<file path="src/pcg_defines.svh">
/*
  register offsets, field positions, masks and reset values of the peripheral clock gating block.
  assumes a 32-bit apb slave port with byte addresses in the low 12 bits.
*/
`ifndef PCG_DEFINES_SVH
`define PCG_DEFINES_SVH

`define PCG_RUN_GATE_OFS 12'h104
`define PCG_SLEEP_GATE_OFS 12'h114
`define PCG_DEEP_GATE_OFS 12'h124
`define PCG_PWR_CTRL_OFS 12'h000
`define PCG_EFF_GATE_OFS 12'h004
`define PCG_FAULT_OFS 12'h008

`define PCG_TIMER_LSB 16
`define PCG_TIMER_MSB 19
`define PCG_QEI_BIT 8
`define PCG_SSI_BIT 4
`define PCG_UART_BIT 0

`define PCG_GATE_RW_MASK 32'h000f0111
`define PCG_GATE_RESET 32'h00000000
`define PCG_ACG_BIT 0
`define PCG_PSTATE_LSB 24
`define PCG_CTRL_RESET 1'h0

`endif

</file>
<file path="src/pcg_pkg.sv">
/*
  types of the peripheral clock gating block.
  assumes pcg_defines.svh supplies the numeric constants.
*/
package pcg_pkg;

  typedef struct packed {
    logic gp_timer_three_gate;
    logic gp_timer_two_gate;
    logic gp_timer_one_gate;
    logic gp_timer_zero_gate;
    logic quadrature_encoder_gate;
    logic sync_serial_port_gate;
    logic async_serial_port_gate;
  } pcg_gate_t;

  typedef enum logic [1:0] {
    PCG_RUN,
    PCG_SLEEP,
    PCG_DEEP
  } pcg_pstate_t;

  typedef struct packed {
    logic [11:0] addr;
    logic write;
    logic [31:0] wdata;
  } pcg_apb_req_t;

endpackage : pcg_pkg

</file>
<file path="src/pcg_unit_gate.sv">
/*
  clock enable and bus guard for one gated unit.
  assumes the upstream bus follows apb phases and the unit sits behind dn_psel.
*/
module pcg_unit_gate (
  input wire logic pclk,
  input wire logic presetn,
  input wire logic gate_en,
  input wire logic up_psel,
  input wire logic up_penable,
  input wire logic dn_pready,
  input wire logic dn_pslverr,
  output logic clk_en,
  output logic blocked,
  output logic dn_psel,
  output logic up_pready,
  output logic up_pslverr,
  output logic fault_pulse
);

  logic clk_en_r;
  logic blocked_r;
  wire setup_w = up_psel & ~up_penable;
  wire access_w = up_psel & up_penable;

  always_ff @(posedge pclk or negedge presetn) begin
    if (!presetn) begin
      clk_en_r <= 1'b0;
    end else begin
      clk_en_r <= gate_en;
    end
  end

  always_ff @(posedge pclk or negedge presetn) begin
    if (!presetn) begin
      blocked_r <= 1'b0;
    end else if (setup_w) begin
      blocked_r <= ~clk_en_r;
    end
  end

  assign clk_en = clk_en_r;
  assign blocked = setup_w ? ~clk_en_r : blocked_r;
  assign dn_psel = up_psel & ~blocked;
  assign up_pready = blocked ? 1'b1 : dn_pready;
  assign up_pslverr = blocked ? access_w : dn_pslverr;
  assign fault_pulse = access_w & blocked;

endmodule : pcg_unit_gate

</file>
<file path="src/pcg_clock_gate_ctrl.sv">
/*
  peripheral clock gating control: run, sleep and deep-sleep gating registers on apb,
  power-state selection, per-unit clock enables and a bus guard for the gated units.
  assumes a single pclk, power state levels synchronous to pclk and one-hot unit selects.
*/
`include "pcg_defines.svh"

module pcg_clock_gate_ctrl
  import pcg_pkg::*;
#(
  parameter int NUM_UNITS = 7,
  parameter int ADDR_W = 12
) (
  input wire logic pclk,
  input wire logic presetn,
  input wire logic [ADDR_W-1:0] paddr,
  input wire logic psel,
  input wire logic penable,
  input wire logic pwrite,
  input wire logic [31:0] pwdata,
  output logic [31:0] prdata,
  output logic pready,
  output logic pslverr,
  input wire logic sleep_mode,
  input wire logic deep_sleep_mode,
  output logic [NUM_UNITS-1:0] unit_clk_en,
  input wire logic [NUM_UNITS-1:0] per_psel,
  input wire logic per_penable,
  output logic [31:0] per_prdata,
  output logic per_pready,
  output logic per_pslverr,
  output logic [NUM_UNITS-1:0] unit_psel,
  input wire logic [NUM_UNITS-1:0] unit_pready,
  input wire logic [NUM_UNITS-1:0] unit_pslverr,
  input wire logic [NUM_UNITS-1:0][31:0] unit_prdata
);

  // register word to unit enable vector
  function automatic pcg_gate_t word_to_gate(input logic [31:0] w);
    pcg_gate_t g;
    g = '0;
    g.gp_timer_three_gate = w[`PCG_TIMER_MSB];
    g.gp_timer_two_gate = w[`PCG_TIMER_LSB + 2];
    g.gp_timer_one_gate = w[`PCG_TIMER_LSB + 1];
    g.gp_timer_zero_gate = w[`PCG_TIMER_LSB];
    g.quadrature_encoder_gate = w[`PCG_QEI_BIT];
    g.sync_serial_port_gate = w[`PCG_SSI_BIT];
    g.async_serial_port_gate = w[`PCG_UART_BIT];
    return g;
  endfunction : word_to_gate

  // unit enable vector to register word
  function automatic logic [31:0] gate_to_word(input pcg_gate_t g);
    logic [31:0] w;
    w = 32'h00000000;
    w[`PCG_TIMER_MSB] = g.gp_timer_three_gate;
    w[`PCG_TIMER_LSB + 2] = g.gp_timer_two_gate;
    w[`PCG_TIMER_LSB + 1] = g.gp_timer_one_gate;
    w[`PCG_TIMER_LSB] = g.gp_timer_zero_gate;
    w[`PCG_QEI_BIT] = g.quadrature_encoder_gate;
    w[`PCG_SSI_BIT] = g.sync_serial_port_gate;
    w[`PCG_UART_BIT] = g.async_serial_port_gate;
    return w;
  endfunction : gate_to_word

  // full-word gate write with reserved bits held at zero
  function automatic logic [31:0] gate_write(input logic [31:0] wdata);
    return wdata & `PCG_GATE_RW_MASK;
  endfunction : gate_write

  // apb request carrier
  pcg_apb_req_t req;
  assign req.addr = paddr[11:0];
  assign req.write = pwrite;
  assign req.wdata = pwdata;

  // phase decode
  wire setup_w = psel & ~penable;
  wire access_w = psel & penable;
  wire wr_en_w = access_w & req.write;

  // address decode
  // gating, control, status and fault register offsets
  wire hit_run_w = (req.addr == `PCG_RUN_GATE_OFS);
  wire hit_sleep_w = (req.addr == `PCG_SLEEP_GATE_OFS);
  wire hit_deep_w = (req.addr == `PCG_DEEP_GATE_OFS);
  wire hit_ctrl_w = (req.addr == `PCG_PWR_CTRL_OFS);
  wire hit_eff_w = (req.addr == `PCG_EFF_GATE_OFS);
  wire hit_fault_w = (req.addr == `PCG_FAULT_OFS);
  wire hit_any_w = hit_run_w | hit_sleep_w | hit_deep_w | hit_ctrl_w | hit_eff_w | hit_fault_w;

  // register state
  logic [31:0] run_state_periph_clock_gate_r;
  logic [31:0] sleep_state_periph_clock_gate_r;
  logic [31:0] deep_sleep_periph_clock_gate_r;
  logic auto_clock_gating_select_r;
  pcg_gate_t fault_r;
  pcg_gate_t fault_nxt;
  logic [31:0] prdata_r;
  logic [31:0] prdata_nxt;
  pcg_pstate_t pstate_r;
  pcg_pstate_t pstate_nxt;

  // one gating register per power state
  always_ff @(posedge pclk or negedge presetn) begin
    if (!presetn) begin
      run_state_periph_clock_gate_r <= `PCG_GATE_RESET;
    end else if (wr_en_w && hit_run_w) begin
      run_state_periph_clock_gate_r <= gate_write(req.wdata);
    end
  end

  always_ff @(posedge pclk or negedge presetn) begin
    if (!presetn) begin
      sleep_state_periph_clock_gate_r <= `PCG_GATE_RESET;
    end else if (wr_en_w && hit_sleep_w) begin
      sleep_state_periph_clock_gate_r <= gate_write(req.wdata);
    end
  end

  always_ff @(posedge pclk or negedge presetn) begin
    if (!presetn) begin
      deep_sleep_periph_clock_gate_r <= `PCG_GATE_RESET;
    end else if (wr_en_w && hit_deep_w) begin
      deep_sleep_periph_clock_gate_r <= gate_write(req.wdata);
    end
  end

  // automatic gating select
  always_ff @(posedge pclk or negedge presetn) begin
    if (!presetn) begin
      auto_clock_gating_select_r <= `PCG_CTRL_RESET;
    end else if (wr_en_w && hit_ctrl_w) begin
      auto_clock_gating_select_r <= req.wdata[`PCG_ACG_BIT];
    end
  end

  // power state tracking
  always_comb begin
    pstate_nxt = pstate_r;
    case (pstate_r)
      PCG_RUN: begin
        if (deep_sleep_mode) begin
          pstate_nxt = PCG_DEEP;
        end else if (sleep_mode) begin
          pstate_nxt = PCG_SLEEP;
        end
      end
      PCG_SLEEP: begin
        if (deep_sleep_mode) begin
          pstate_nxt = PCG_DEEP;
        end else if (!sleep_mode) begin
          pstate_nxt = PCG_RUN;
        end
      end
      PCG_DEEP: begin
        if (!deep_sleep_mode) begin
          pstate_nxt = sleep_mode ? PCG_SLEEP : PCG_RUN;
        end
      end
      default: begin
        pstate_nxt = PCG_RUN;
      end
    endcase
  end

  always_ff @(posedge pclk or negedge presetn) begin
    if (!presetn) begin
      pstate_r <= PCG_RUN;
    end else begin
      pstate_r <= pstate_nxt;
    end
  end

  // effective gate selection
  logic [31:0] eff_word;
  always_comb begin
    eff_word = run_state_periph_clock_gate_r;
    case (pstate_r)
      PCG_RUN: begin
        eff_word = run_state_periph_clock_gate_r;
      end
      PCG_SLEEP: begin
        eff_word = auto_clock_gating_select_r ? sleep_state_periph_clock_gate_r
                                              : run_state_periph_clock_gate_r;
      end
      PCG_DEEP: begin
        eff_word = auto_clock_gating_select_r ? deep_sleep_periph_clock_gate_r
                                              : run_state_periph_clock_gate_r;
      end
      default: begin
        eff_word = run_state_periph_clock_gate_r;
      end
    endcase
  end

  wire pcg_gate_t eff_gate = word_to_gate(eff_word);
  wire [NUM_UNITS-1:0] eff_vec = eff_gate;

  // per-unit gates
  logic [NUM_UNITS-1:0] unit_clk_en_w;
  logic [NUM_UNITS-1:0] blocked_w;
  logic [NUM_UNITS-1:0] up_pready_w;
  logic [NUM_UNITS-1:0] up_pslverr_w;
  logic [NUM_UNITS-1:0] fault_pulse_w;

  genvar gi;
  generate
    for (gi = 0; gi < NUM_UNITS; gi++) begin : g_unit
      pcg_unit_gate u_gate (
        .pclk(pclk),
        .presetn(presetn),
        .gate_en(eff_vec[gi]),
        .up_psel(per_psel[gi]),
        .up_penable(per_penable),
        .dn_pready(unit_pready[gi]),
        .dn_pslverr(unit_pslverr[gi]),
        .clk_en(unit_clk_en_w[gi]),
        .blocked(blocked_w[gi]),
        .dn_psel(unit_psel[gi]),
        .up_pready(up_pready_w[gi]),
        .up_pslverr(up_pslverr_w[gi]),
        .fault_pulse(fault_pulse_w[gi])
      );
    end
  endgenerate

  assign unit_clk_en = unit_clk_en_w;

  // peripheral answer merge
  always_comb begin
    per_pready = 1'b0;
    per_pslverr = 1'b0;
    per_prdata = 32'h00000000;
    for (int i = 0; i < NUM_UNITS; i++) begin
      if (per_psel[i]) begin
        per_pready = per_pready | up_pready_w[i];
        per_pslverr = per_pslverr | up_pslverr_w[i];
        if (!blocked_w[i]) begin
          per_prdata = per_prdata | unit_prdata[i];
        end
      end
    end
  end

  // sticky fault flags, set wins over clear
  wire pcg_gate_t fault_clr_w = (wr_en_w && hit_fault_w) ? word_to_gate(req.wdata) : '0;
  wire pcg_gate_t fault_set_w = fault_pulse_w;
  assign fault_nxt = (fault_r & ~fault_clr_w) | fault_set_w;

  always_ff @(posedge pclk or negedge presetn) begin
    if (!presetn) begin
      fault_r <= '0;
    end else begin
      fault_r <= fault_nxt;
    end
  end

  // status word: effective gates and power state
  logic [31:0] eff_status_w;
  always_comb begin
    eff_status_w = gate_to_word(eff_gate);
    eff_status_w[`PCG_PSTATE_LSB +: 2] = pstate_r;
  end

  // read mux
  always_comb begin
    prdata_nxt = 32'h00000000;
    if (hit_run_w) begin
      prdata_nxt = run_state_periph_clock_gate_r;
    end else if (hit_sleep_w) begin
      prdata_nxt = sleep_state_periph_clock_gate_r;
    end else if (hit_deep_w) begin
      prdata_nxt = deep_sleep_periph_clock_gate_r;
    end else if (hit_ctrl_w) begin
      prdata_nxt[`PCG_ACG_BIT] = auto_clock_gating_select_r;
    end else if (hit_eff_w) begin
      prdata_nxt = eff_status_w;
    end else if (hit_fault_w) begin
      prdata_nxt = gate_to_word(fault_r);
    end
  end

  // read data captured in setup
  always_ff @(posedge pclk or negedge presetn) begin
    if (!presetn) begin
      prdata_r <= 32'h00000000;
    end else if (setup_w && !req.write) begin
      prdata_r <= prdata_nxt;
    end
  end

  // zero wait apb answer
  assign prdata = prdata_r;
  assign pready = 1'b1;
  assign pslverr = access_w & ~hit_any_w;

endmodule : pcg_clock_gate_ctrl

</file>
<file path="config.mk">
export PLATFORM = sky130hd
export DESIGN_NAME = pcg_clock_gate_ctrl
export DESIGN_NICKNAME = d
export VERILOG_FILES = /design/src/pcg_pkg.sv /design/src/pcg_unit_gate.sv /design/src/pcg_clock_gate_ctrl.sv
export VERILOG_INCLUDE_DIRS = /design/src /design/src/src
export SDC_FILE = /design/constraint.sdc
export NUM_CORES = 1
export LEC_CHECK = 0
export BUFFER_PORTS_ARGS = -buffer_cell sky130_fd_sc_hd__buf_2
export CORE_AREA = 2 2 146 148
export DETAILED_ROUTE_END_ITERATION = 8
export DIE_AREA = 0 0 148 150
export GPL_ROUTABILITY_DRIVEN = 0
export PLACE_DENSITY = 0.54
export RECOVER_POWER = 100
export REMOVE_ABC_BUFFERS = 1
export SYNTH_ARGS = -nofsm -noshare
export SYNTH_HDL_FRONTEND = slang
export SYNTH_SLANG_ARGS = --single-unit
</file>
<file path="constraint.sdc">
create_clock -name pclk -period 3.5 [get_ports pclk]
set_input_delay 0.35 -clock pclk [delete_from_list [all_inputs] [get_ports pclk]]
set_output_delay 0.35 -clock pclk [all_outputs]
set_load 0.1 [all_outputs]
</file>
==> out/qor.txt, run 1 <==
OUTCOME
--------------------------------------------------------------------------------------
Violated checks                                                           design-rule violations, max-capacitance violations, max-slew violations
Result of the run                                                         complete, but fails checks

GLOBAL ROUTING
--------------------------------------------------------------------------------------
Pin count of the biggest net entering global routing                                38
Wire length of the first global-routing pass                                  32300 um
Antenna violations before repair                                                    10
Overflow left after global routing                                                   0
Via count of the first global-routing pass                                        5324
Total global routing track utilization                                           19.2%

STA
--------------------------------------------------------------------------------------
Setup violators final                                                                0
Number of failing hold endpoints at the final stage                                  0
Post-Route Skew                                                             0.00363 ns
Worst slew margin                                                               -34.2%
Crit path setup slack, layout                                                 0.391 ns
RSZ-0062 raised after global routing                                             false
Final period utilization                                                         88.8%
Total Neg Setup Slack                                                             0 ns
Peak Freq                                                                    0.322 GHz
Fin. max-slew vios                                                                  38
Least-Margin Pin Slew                                                          2.01 ns
Final worst path period need                                                   3.11 ns

FLOORPLAN
--------------------------------------------------------------------------------------
Core footprint                                                               20700 um2
Effective utilization at floorplan                                               21.5%
Die Area                                                                     22200 um2
Ports placed on the boundary                                                       379
DIE HEIGHT                                                                      150 um
Number of placement rows                                                            53
Floorplan die width                                                             148 um

ROUTING
--------------------------------------------------------------------------------------
Drt first-iter violations                                                          510
Detailed-route wire length per cell                                            20.8 um
Total Wirelength                                                              22500 um
Number of optimization iterations in the first detailed-route pass                   9
DRC violation count after routing                                                    3
Remaining antenna violation count after routing                                      0
Routed vias/inst                                                                  5.03
Vias                                                                              5449

SETUP PATH
--------------------------------------------------------------------------------------
Cell occurring most often along the worst timing path                     sky130_fd_sc_hd__clkbuf_1
Data arrival, critical path                                                    2.76 ns
Category of the worst setup path launch point                             primary input
Cells along the critical path                                             clkbuf_1 -> buf_4 -> nor2b_1 -> mux2i_1 -> o21ai_0 -> and3_1 -> nand4_1 -> clkbuf_1
Delay-heaviest family, CP                                                 buffers and inverters
Type of the setup path with the least slack                                     in2out
Data required time of the critical path                                        3.15 ns
Crit path buf inv count                                                              3
Critical path launch point                                                 per_penable
Maximum fanout along the worst path                                                 15
Type of element capturing the critical path                                 output pin
Worst path max stage delay                                                     0.90 ns
Critical R2R Launch                                                        pstate_r[0]
Slowest stage cell on the critical path                                   sky130_fd_sc_hd__clkbuf_1

YOSYS
--------------------------------------------------------------------------------------
Cell accounting for the most synthesized area                             sky130_fd_sc_hd__dfrtp_1
Netlist Area Pre-Place                                                        4450 um2
Cell types with the highest counts after synthesis                        74 x sky130_fd_sc_hd__a22oi_1, 54 x sky130_fd_sc_hd__dfrtp_1, 42 x sky130_fd_sc_hd__nand3_1
Most frequent cell after synthesis                                        sky130_fd_sc_hd__a22oi_1
Seq cells post-synth                                                                54
Number of distinct standard cells referenced by the synthesized netlist             50
Async S/R FF share, synth                                                         100%
Part of the Yosys area used for sequential elements                              30.4%
Prevailing post-synth register cell                                       sky130_fd_sc_hd__dfrtp_1
Number of enable flip-flop cells after synthesis                                     0
Area share of the leading cell type in the synthesized netlist                   30.4%
Cells after Synth                                                                  504
Cells taking the most area after synthesis                                sky130_fd_sc_hd__dfrtp_1 30%, sky130_fd_sc_hd__a22oi_1 12%, sky130_fd_sc_hd__a222oi_1 7.9%
Total number of yosys warnings                                                       0
Avg Cell Area, Syn                                                            8.83 um2

CLOCK NETWORK
--------------------------------------------------------------------------------------
# resized after CTS                                                                  0
Total CTS buffers                                                                    5
Clock latency at the later pin of the worst-skew pair                          0.30 ns
Root Buffer Master                                                        sky130_fd_sc_hd__clkbuf_16
Post-CTS setup buffer count                                                          0
Level count of the clock H-tree                                                      2
Worst-case clock buffer depth                                                        2
Clock transition at path regs                                                  0.07 ns
Clock sink total                                                                    54
TritonCTS clock tree                                                             built
Hold_buf cts                                                                         0

FINISH
--------------------------------------------------------------------------------------
Final cell count without fillers                                                  1083
Net total in the final layout                                                     1099
Layout overhead on the synthesized area                                          52.4%
Filler instances                                                                  2274
Proportion of layout cells with a drive suffix above 1                           43.8%

POWER AND IR DROP
--------------------------------------------------------------------------------------
Lkg Pwr                                                                        3.20 nW
Fraction of power consumed by sequential logic                                   26.4%
Relative contribution of combinational cells to total power                      54.5%
NetSw                                                                          1.21 mW
Part of the total power dissipated in the clock network                          19.1%
Power density over the cells                                                378 nW/um2
Peak supply drop                                                            0.000216 V
Switching part of the total                                                      47.2%
Overall power consumption                                                      2.56 mW
Internal Dissipation                                                           1.35 mW

PLACED DESIGN
--------------------------------------------------------------------------------------
Final HPWL DP                                                                 19000 um
Placement-stage worst setup slack                                             0.624 ns
Number of buffers added on ports                                                   329
Cells after DPL                                                                   1066

MIN PATH
--------------------------------------------------------------------------------------
Worst hold start                                                             pwdata[8]
Class of the most critical hold timing path                                     in2reg

RUN
--------------------------------------------------------------------------------------
Max-cap violation count                                                              1

-- layer usage --
layer  track usage [%]  part of all wire [%]
met1              23.4                    40
met2              34.0                    51
met3              3.81                   7.3
met4              5.76                   1.9
met5                 0                 0.058
-- flip-flops by register name, summed over array words and instances (netlist names) --
name / count
auto_clock_gating_select_r: 1
prdata: 9
g_unit.u_gate.blocked_r: 7
deep_sleep_periph_clock_gate_r: 7
run_state_periph_clock_gate_r: 7
pstate_r: 2
g_unit.u_gate.clk_en: 7
fault_r: 7
sleep_state_periph_clock_gate_r: 7
-- metrics by stage --
| stage | hold slack [ns] | utilization, % | cell area [um2] |
|---|---|---|---|
| finish | 0.342 | 32.8 | 6780 |
| global route | 0.357 | 32.7 | 6780 |
| CTS | 0.183 | 33.2 | 6880 |
| detailed placement | 0.454 | 32.5 | 6730 |
| global placement | 0.450 | 32.5 | 6730 |
| floorplan | 0.0544 | - | 4070 |
-- worst register-to-register path, stage by stage, from the launching register on --
cell and delay [ns]:
sky130_fd_sc_hd__dfrtp_1 0.40, sky130_fd_sc_hd__inv_1 0.09, sky130_fd_sc_hd__ha_1 0.42, sky130_fd_sc_hd__nor3b_1 0.25, sky130_fd_sc_hd__clkbuf_1 0.31, sky130_fd_sc_hd__o22ai_1 0.18
sky130_fd_sc_hd__o2111ai_1 0.21, sky130_fd_sc_hd__o21ai_0 0.11, sky130_fd_sc_hd__a22o_1 0.19
-- area by class of cell --
type / instances / area [um2] / share of cell area [%]
multi-input cells: 375 / 2640 / 38.9
clock buffers: 6 / 129 / 1.90
diodes: 9 / 22.5 / 0.332
flip-flops and latches: 54 / 1350 / 19.9
clock inverters: 2 / 13.8 / 0.203
inverters: 18 / 67.6 / 0.997
well taps: 275 / 344 / 5.08
repair buffers: 344 / 2210 / 32.7
-- path summary, 6_finish.rpt --
check                      cells after the start                                 to  slack [ns]
setup / recovery                               8                         per_pready        0.39
hold / removal                                 3  deep_sleep_periph_clock_gate_r[8]        0.34
setup reg to reg                               8                          prdata[0]        1.23
hold reg to reg                                2                         prdata[24]        0.47
max in group asynchronous                      2                        pstate_r[0]        1.17
min in group asynchronous                      1   run_state_periph_clock_gate_r[0]        0.62
-- cell usage in the layout, fill, tap and decap left out, types with 11 or more instances in the layout --
cell type                  count
sky130_fd_sc_hd__buf_2       269
sky130_fd_sc_hd__a22oi_1      74
sky130_fd_sc_hd__dfrtp_1      54
sky130_fd_sc_hd__nand3_1      42
sky130_fd_sc_hd__a222oi_1     35
sky130_fd_sc_hd__nand2_1      33
sky130_fd_sc_hd__buf_12       33
sky130_fd_sc_hd__o21ai_0      29
sky130_fd_sc_hd__clkbuf_1     28
sky130_fd_sc_hd__conb_1       24
sky130_fd_sc_hd__inv_1        18
sky130_fd_sc_hd__mux2i_1      16
sky130_fd_sc_hd__mux2_2       11
-- cell families (layout without fill, tap and decap cells) --
kind of cell               Yosys count  in the layout  share of synthesized area (%)
AOI/OAI and AO/OA                  187            187                           32.2
adders and majority gates            4              4                           1.13
buffers and inverters               97            370                           11.8
DFF                                 54             54                           30.4
muxes                               34             34                           8.75
other                                2             33                          0.169
and+or+nand+nor                    126            126                           15.6
-- power by group through the flow --
stage | logic (mW) | clock network, mW | registers, mW
global route | 1.46 | 0.526 | 0.681
finish | 1.39 | 0.489 | 0.676
detailed placement | 1.42 | 0 | 0.688
CTS | 1.42 | 0.506 | 0.675
floorplan | 0.771 | 0 | 0.765
global placement | 1.41 | 0 | 0.687
(Power assumes the default switching activity.)
==> run 2, diff against run 1 <==
Settings changed: CORE_AREA 2 2 146 148 to 2 2 149 151, DIE_AREA 0 0 148 150 to 0 0 151 153, PLACE_DENSITY 0.54 to 0.55, SETUP_SLACK_MARGIN set to 0.4.
Clock period 3.5 ns to 2.73 ns, I/O delays scaled along.
==> run 2 against run 1 <==
The run now ends clean. Critical path depth stayed put. Sequential share of layout area is 0.44 points lower. Combinational power is 26% higher. First-iteration DRC count is 13% higher. Non-clock buffer count is 21 higher. Via count is 3.6% higher. Clock skew is 0.0024 ns higher. Sequential power is 29% higher. Sequential cell count stayed put. Critical endpoint is now per_prdata[0]. Largest power group unchanged.
==> out/qor.txt, run 2 (synthesis gave the netlist of run 1 again) <==
OUTCOME
---------------------------------------------------------------------------------
Result of the run                                                    finished clean

FINISH
---------------------------------------------------------------------------------
Commonest cells after routing, fill and taps aside                   269 x sky130_fd_sc_hd__buf_2, 74 x sky130_fd_sc_hd__a22oi_1, 53 x sky130_fd_sc_hd__dfrtp_1
Net total in the final layout                                                1122   +2.1%
Flip-flop and latch area                                                 1350 um2   about the same
Layout overhead on the synthesized area                                     55.9%
Final cell count without fillers                                             1111   +2.6%
Multi-input gate area                                                    2690 um2   +1.9%
Post-route cell area                                                     6940 um2   +2.3%
Number of flip-flops under the largest register name                            9   unchanged
Filler instances                                                             2332   +2.6%
Proportion of layout cells with a drive suffix above 1                      45.9%   +2.1 points
Most common cell after layout, fill and taps aside                   sky130_fd_sc_hd__buf_2

POWER AND IR DROP
---------------------------------------------------------------------------------
Lkg Pwr                                                                   3.27 nW   +2.5%
Relative contribution of combinational cells to total power                 53.6%   -0.9 points
Fraction of power consumed by sequential logic                              26.6%   +0.2 points
Switching part of the total                                                 47.7%   +0.46 points
NetSw                                                                     1.56 mW   +29%
Power density over the cells                                           470 nW/um2   +25%
Peak supply drop                                                       0.000425 V   +97%
Part of the total power dissipated in the clock network                     19.8%   +0.7 points
Internal Dissipation                                                      1.71 mW   +26%

ROUTING
---------------------------------------------------------------------------------
DR top layer                                                                 met5
Detailed-route wire length per cell                                       21.5 um   +3.2%
DRC violation count after routing                                               0   -3
Wire length on met2                                                      12100 um   +5.6%
Total Wirelength                                                         23800 um   +5.9%
Drt first-iter violations                                                     575   +13%
Post-Route M1 WL                                                          9340 um   +4.5%
Number of optimization iterations in the first detailed-route pass              6   -3
Remaining antenna violation count after routing                                 0   unchanged
Routed vias/inst                                                             5.08   +0.95%
WL met3                                                                   1720 um   +4.3%
Vias                                                                         5643   +3.6%

PLACED DESIGN
---------------------------------------------------------------------------------
Placed standard-cell area                                                6910 um2   +2.6%
Final HPWL DP                                                            18300 um   -3.5%
Number of buffers added on ports                                              329   unchanged
Cells after DPL                                                              1075   +0.84%

SETUP PATH
---------------------------------------------------------------------------------
Type of element capturing the critical path                            output pin
Data required time of the critical path                                   2.46 ns   -0.69 ns
Critical R2R Launch                                                   pstate_r[0]
Terminus of the critical flop-to-flop path                              prdata[0]
Cell count of the worst reg-to-reg path                                         8   unchanged
Maximum fanout along the worst path                                            29   +14
Capture point of the worst path                                      per_prdata[0]
Type of the setup path with the least slack                                in2out
Data arrival, critical path                                               2.23 ns   -0.53 ns
Category of the worst setup path launch point                        primary input
R2r setup slk                                                             0.40 ns   -0.83 ns
Critical path launch point                                            per_penable

STA
---------------------------------------------------------------------------------
Peak Freq                                                               0.399 GHz
Fin. max-slew vios                                                              0   -100%
Post-Route Skew                                                        0.00601 ns   +0.00238 ns
Final period utilization                                                    91.8%
RSZ-0062 raised after global routing                                         true
Final worst path period need                                              2.51 ns
Total Neg Setup Slack                                                        0 ns   unchanged
Least-Margin Pin Slew                                                     1.27 ns   -0.746 ns
Number of failing hold endpoints at the final stage                             0   unchanged
Setup violators final                                                           0   unchanged
Worst slew margin                                                           14.3%   +49 points

CLOCK NETWORK
---------------------------------------------------------------------------------
Level count of the clock H-tree                                                 2   unchanged
Clock transition at path regs                                             0.06 ns   about the same
Total CTS buffers                                                               5   unchanged
Clock sink total                                                               54   unchanged
Clock latency at the later pin of the worst-skew pair                     0.30 ns   about the same
Root Buffer Master                                                   sky130_fd_sc_hd__clkbuf_16
TritonCTS clock tree                                                        built
Worst-case clock buffer depth                                                   2   unchanged

FLOORPLAN
---------------------------------------------------------------------------------
Effective utilization at floorplan                                          20.7%   -0.80 points
Number of placement rows                                                       54   +1.9%
Die Area                                                                23100 um2   +4.1%
Core footprint                                                          21500 um2   +3.8%
DIE HEIGHT                                                                 153 um   +2.0%
Ports placed on the boundary                                                  379   unchanged
Floorplan die width                                                        151 um   +2.0%

GLOBAL ROUTING
---------------------------------------------------------------------------------
Via count of the first global-routing pass                                   5297   -0.51%
Antenna violations before repair                                               10   unchanged
Overflow left after global routing                                              0   unchanged
Wire length of the first global-routing pass                             33100 um   +2.4%
Pin count of the biggest net entering global routing                           35   -7.9%
Total global routing track utilization                                      19.0%   -0.19 points

RUN
---------------------------------------------------------------------------------
Max-cap violation count                                                         0   -1

MIN PATH
---------------------------------------------------------------------------------
Class of the most critical hold timing path                                in2reg

-- run 2: per-stage QoR --
stage / util (%) / setup slack, ns / hold slack, ns / total power [mW]
2_1_floorplan: - / -2.27 / -0.0226 / 1.97
3_3_place_gp: 32.2 / 0.269 / 0.250 / 2.75
3_5_place_dp: 32.2 / 0.280 / 0.250 / 2.76
4_1_cts: 33.5 / 0.286 / 0.247 / 3.43
5_1_grt: 32.3 / 0.133 / 0.262 / 3.40
6_report: 32.3 / 0.224 / 0.256 / 3.26
-- run 2: worst min-delay path by stage --
stage / startpoint / endpoint / slack (ns) / cells after the start
after floorplan: presetn / auto_clock_gating_select_r / -0.02 / 0
after global placement: presetn / pstate_r[1] / 0.25 / 1
after detailed placement: presetn / pstate_r[1] / 0.25 / 1
after CTS: pwdata[8] / deep_sleep_periph_clock_gate_r[8] / 0.25 / 3
after global routing: pwdata[16] / deep_sleep_periph_clock_gate_r[16] / 0.26 / 3
final: pwdata[8] / deep_sleep_periph_clock_gate_r[8] / 0.26 / 3
-- run 2: what timing repair did --
item	4_1_cts	5_1_grt
buffers inserted	6	8
hold endpoints to repair	16	0
setup endpoints to repair	33	39
pin swaps	11	30
gates cloned	2	2
hold buffers	1	0
gates resized for setup	9	9
-- run 2: power by group through the flow --
stage	clock network (mW)	registers, mW	logic, mW
after floorplan	0	0.980	0.988
after global placement	0	0.883	1.87
after detailed placement	0	0.884	1.88
after CTS	0.662	0.869	1.89
after global routing	0.687	0.874	1.84
final	0.645	0.869	1.75
-- run 2: final cells by class --
class / instances / area share [%]
multi-input combinational: 377 / 38.8
inverter: 18 / 0.974
tap: 280 / 5.05
timing repair buffer: 365 / 33.3
sequential: 54 / 19.5
clock buffer: 7 / 2.06
antenna: 9 / 0.325
clock inverter: 1 / 0.0722
-- run 2: routing by layer --
metal  vias to the layer above  track usage (%)
li1                       2573                -
met1                      2726             22.7
met2                       305             33.8
met3                        37             3.28
met4                         2             6.68
met5                         -                0
-- run 2: critical path, cell delays in order --
cell and delay [ns]:
sky130_fd_sc_hd__clkbuf_4 0.23, sky130_fd_sc_hd__clkbuf_1 0.38, sky130_fd_sc_hd__mux2i_1 0.22, sky130_fd_sc_hd__and2_2 0.28
sky130_fd_sc_hd__buf_12 0.22, sky130_fd_sc_hd__a22oi_1 0.12, sky130_fd_sc_hd__nand3_1 0.12, sky130_fd_sc_hd__clkbuf_4 0.35
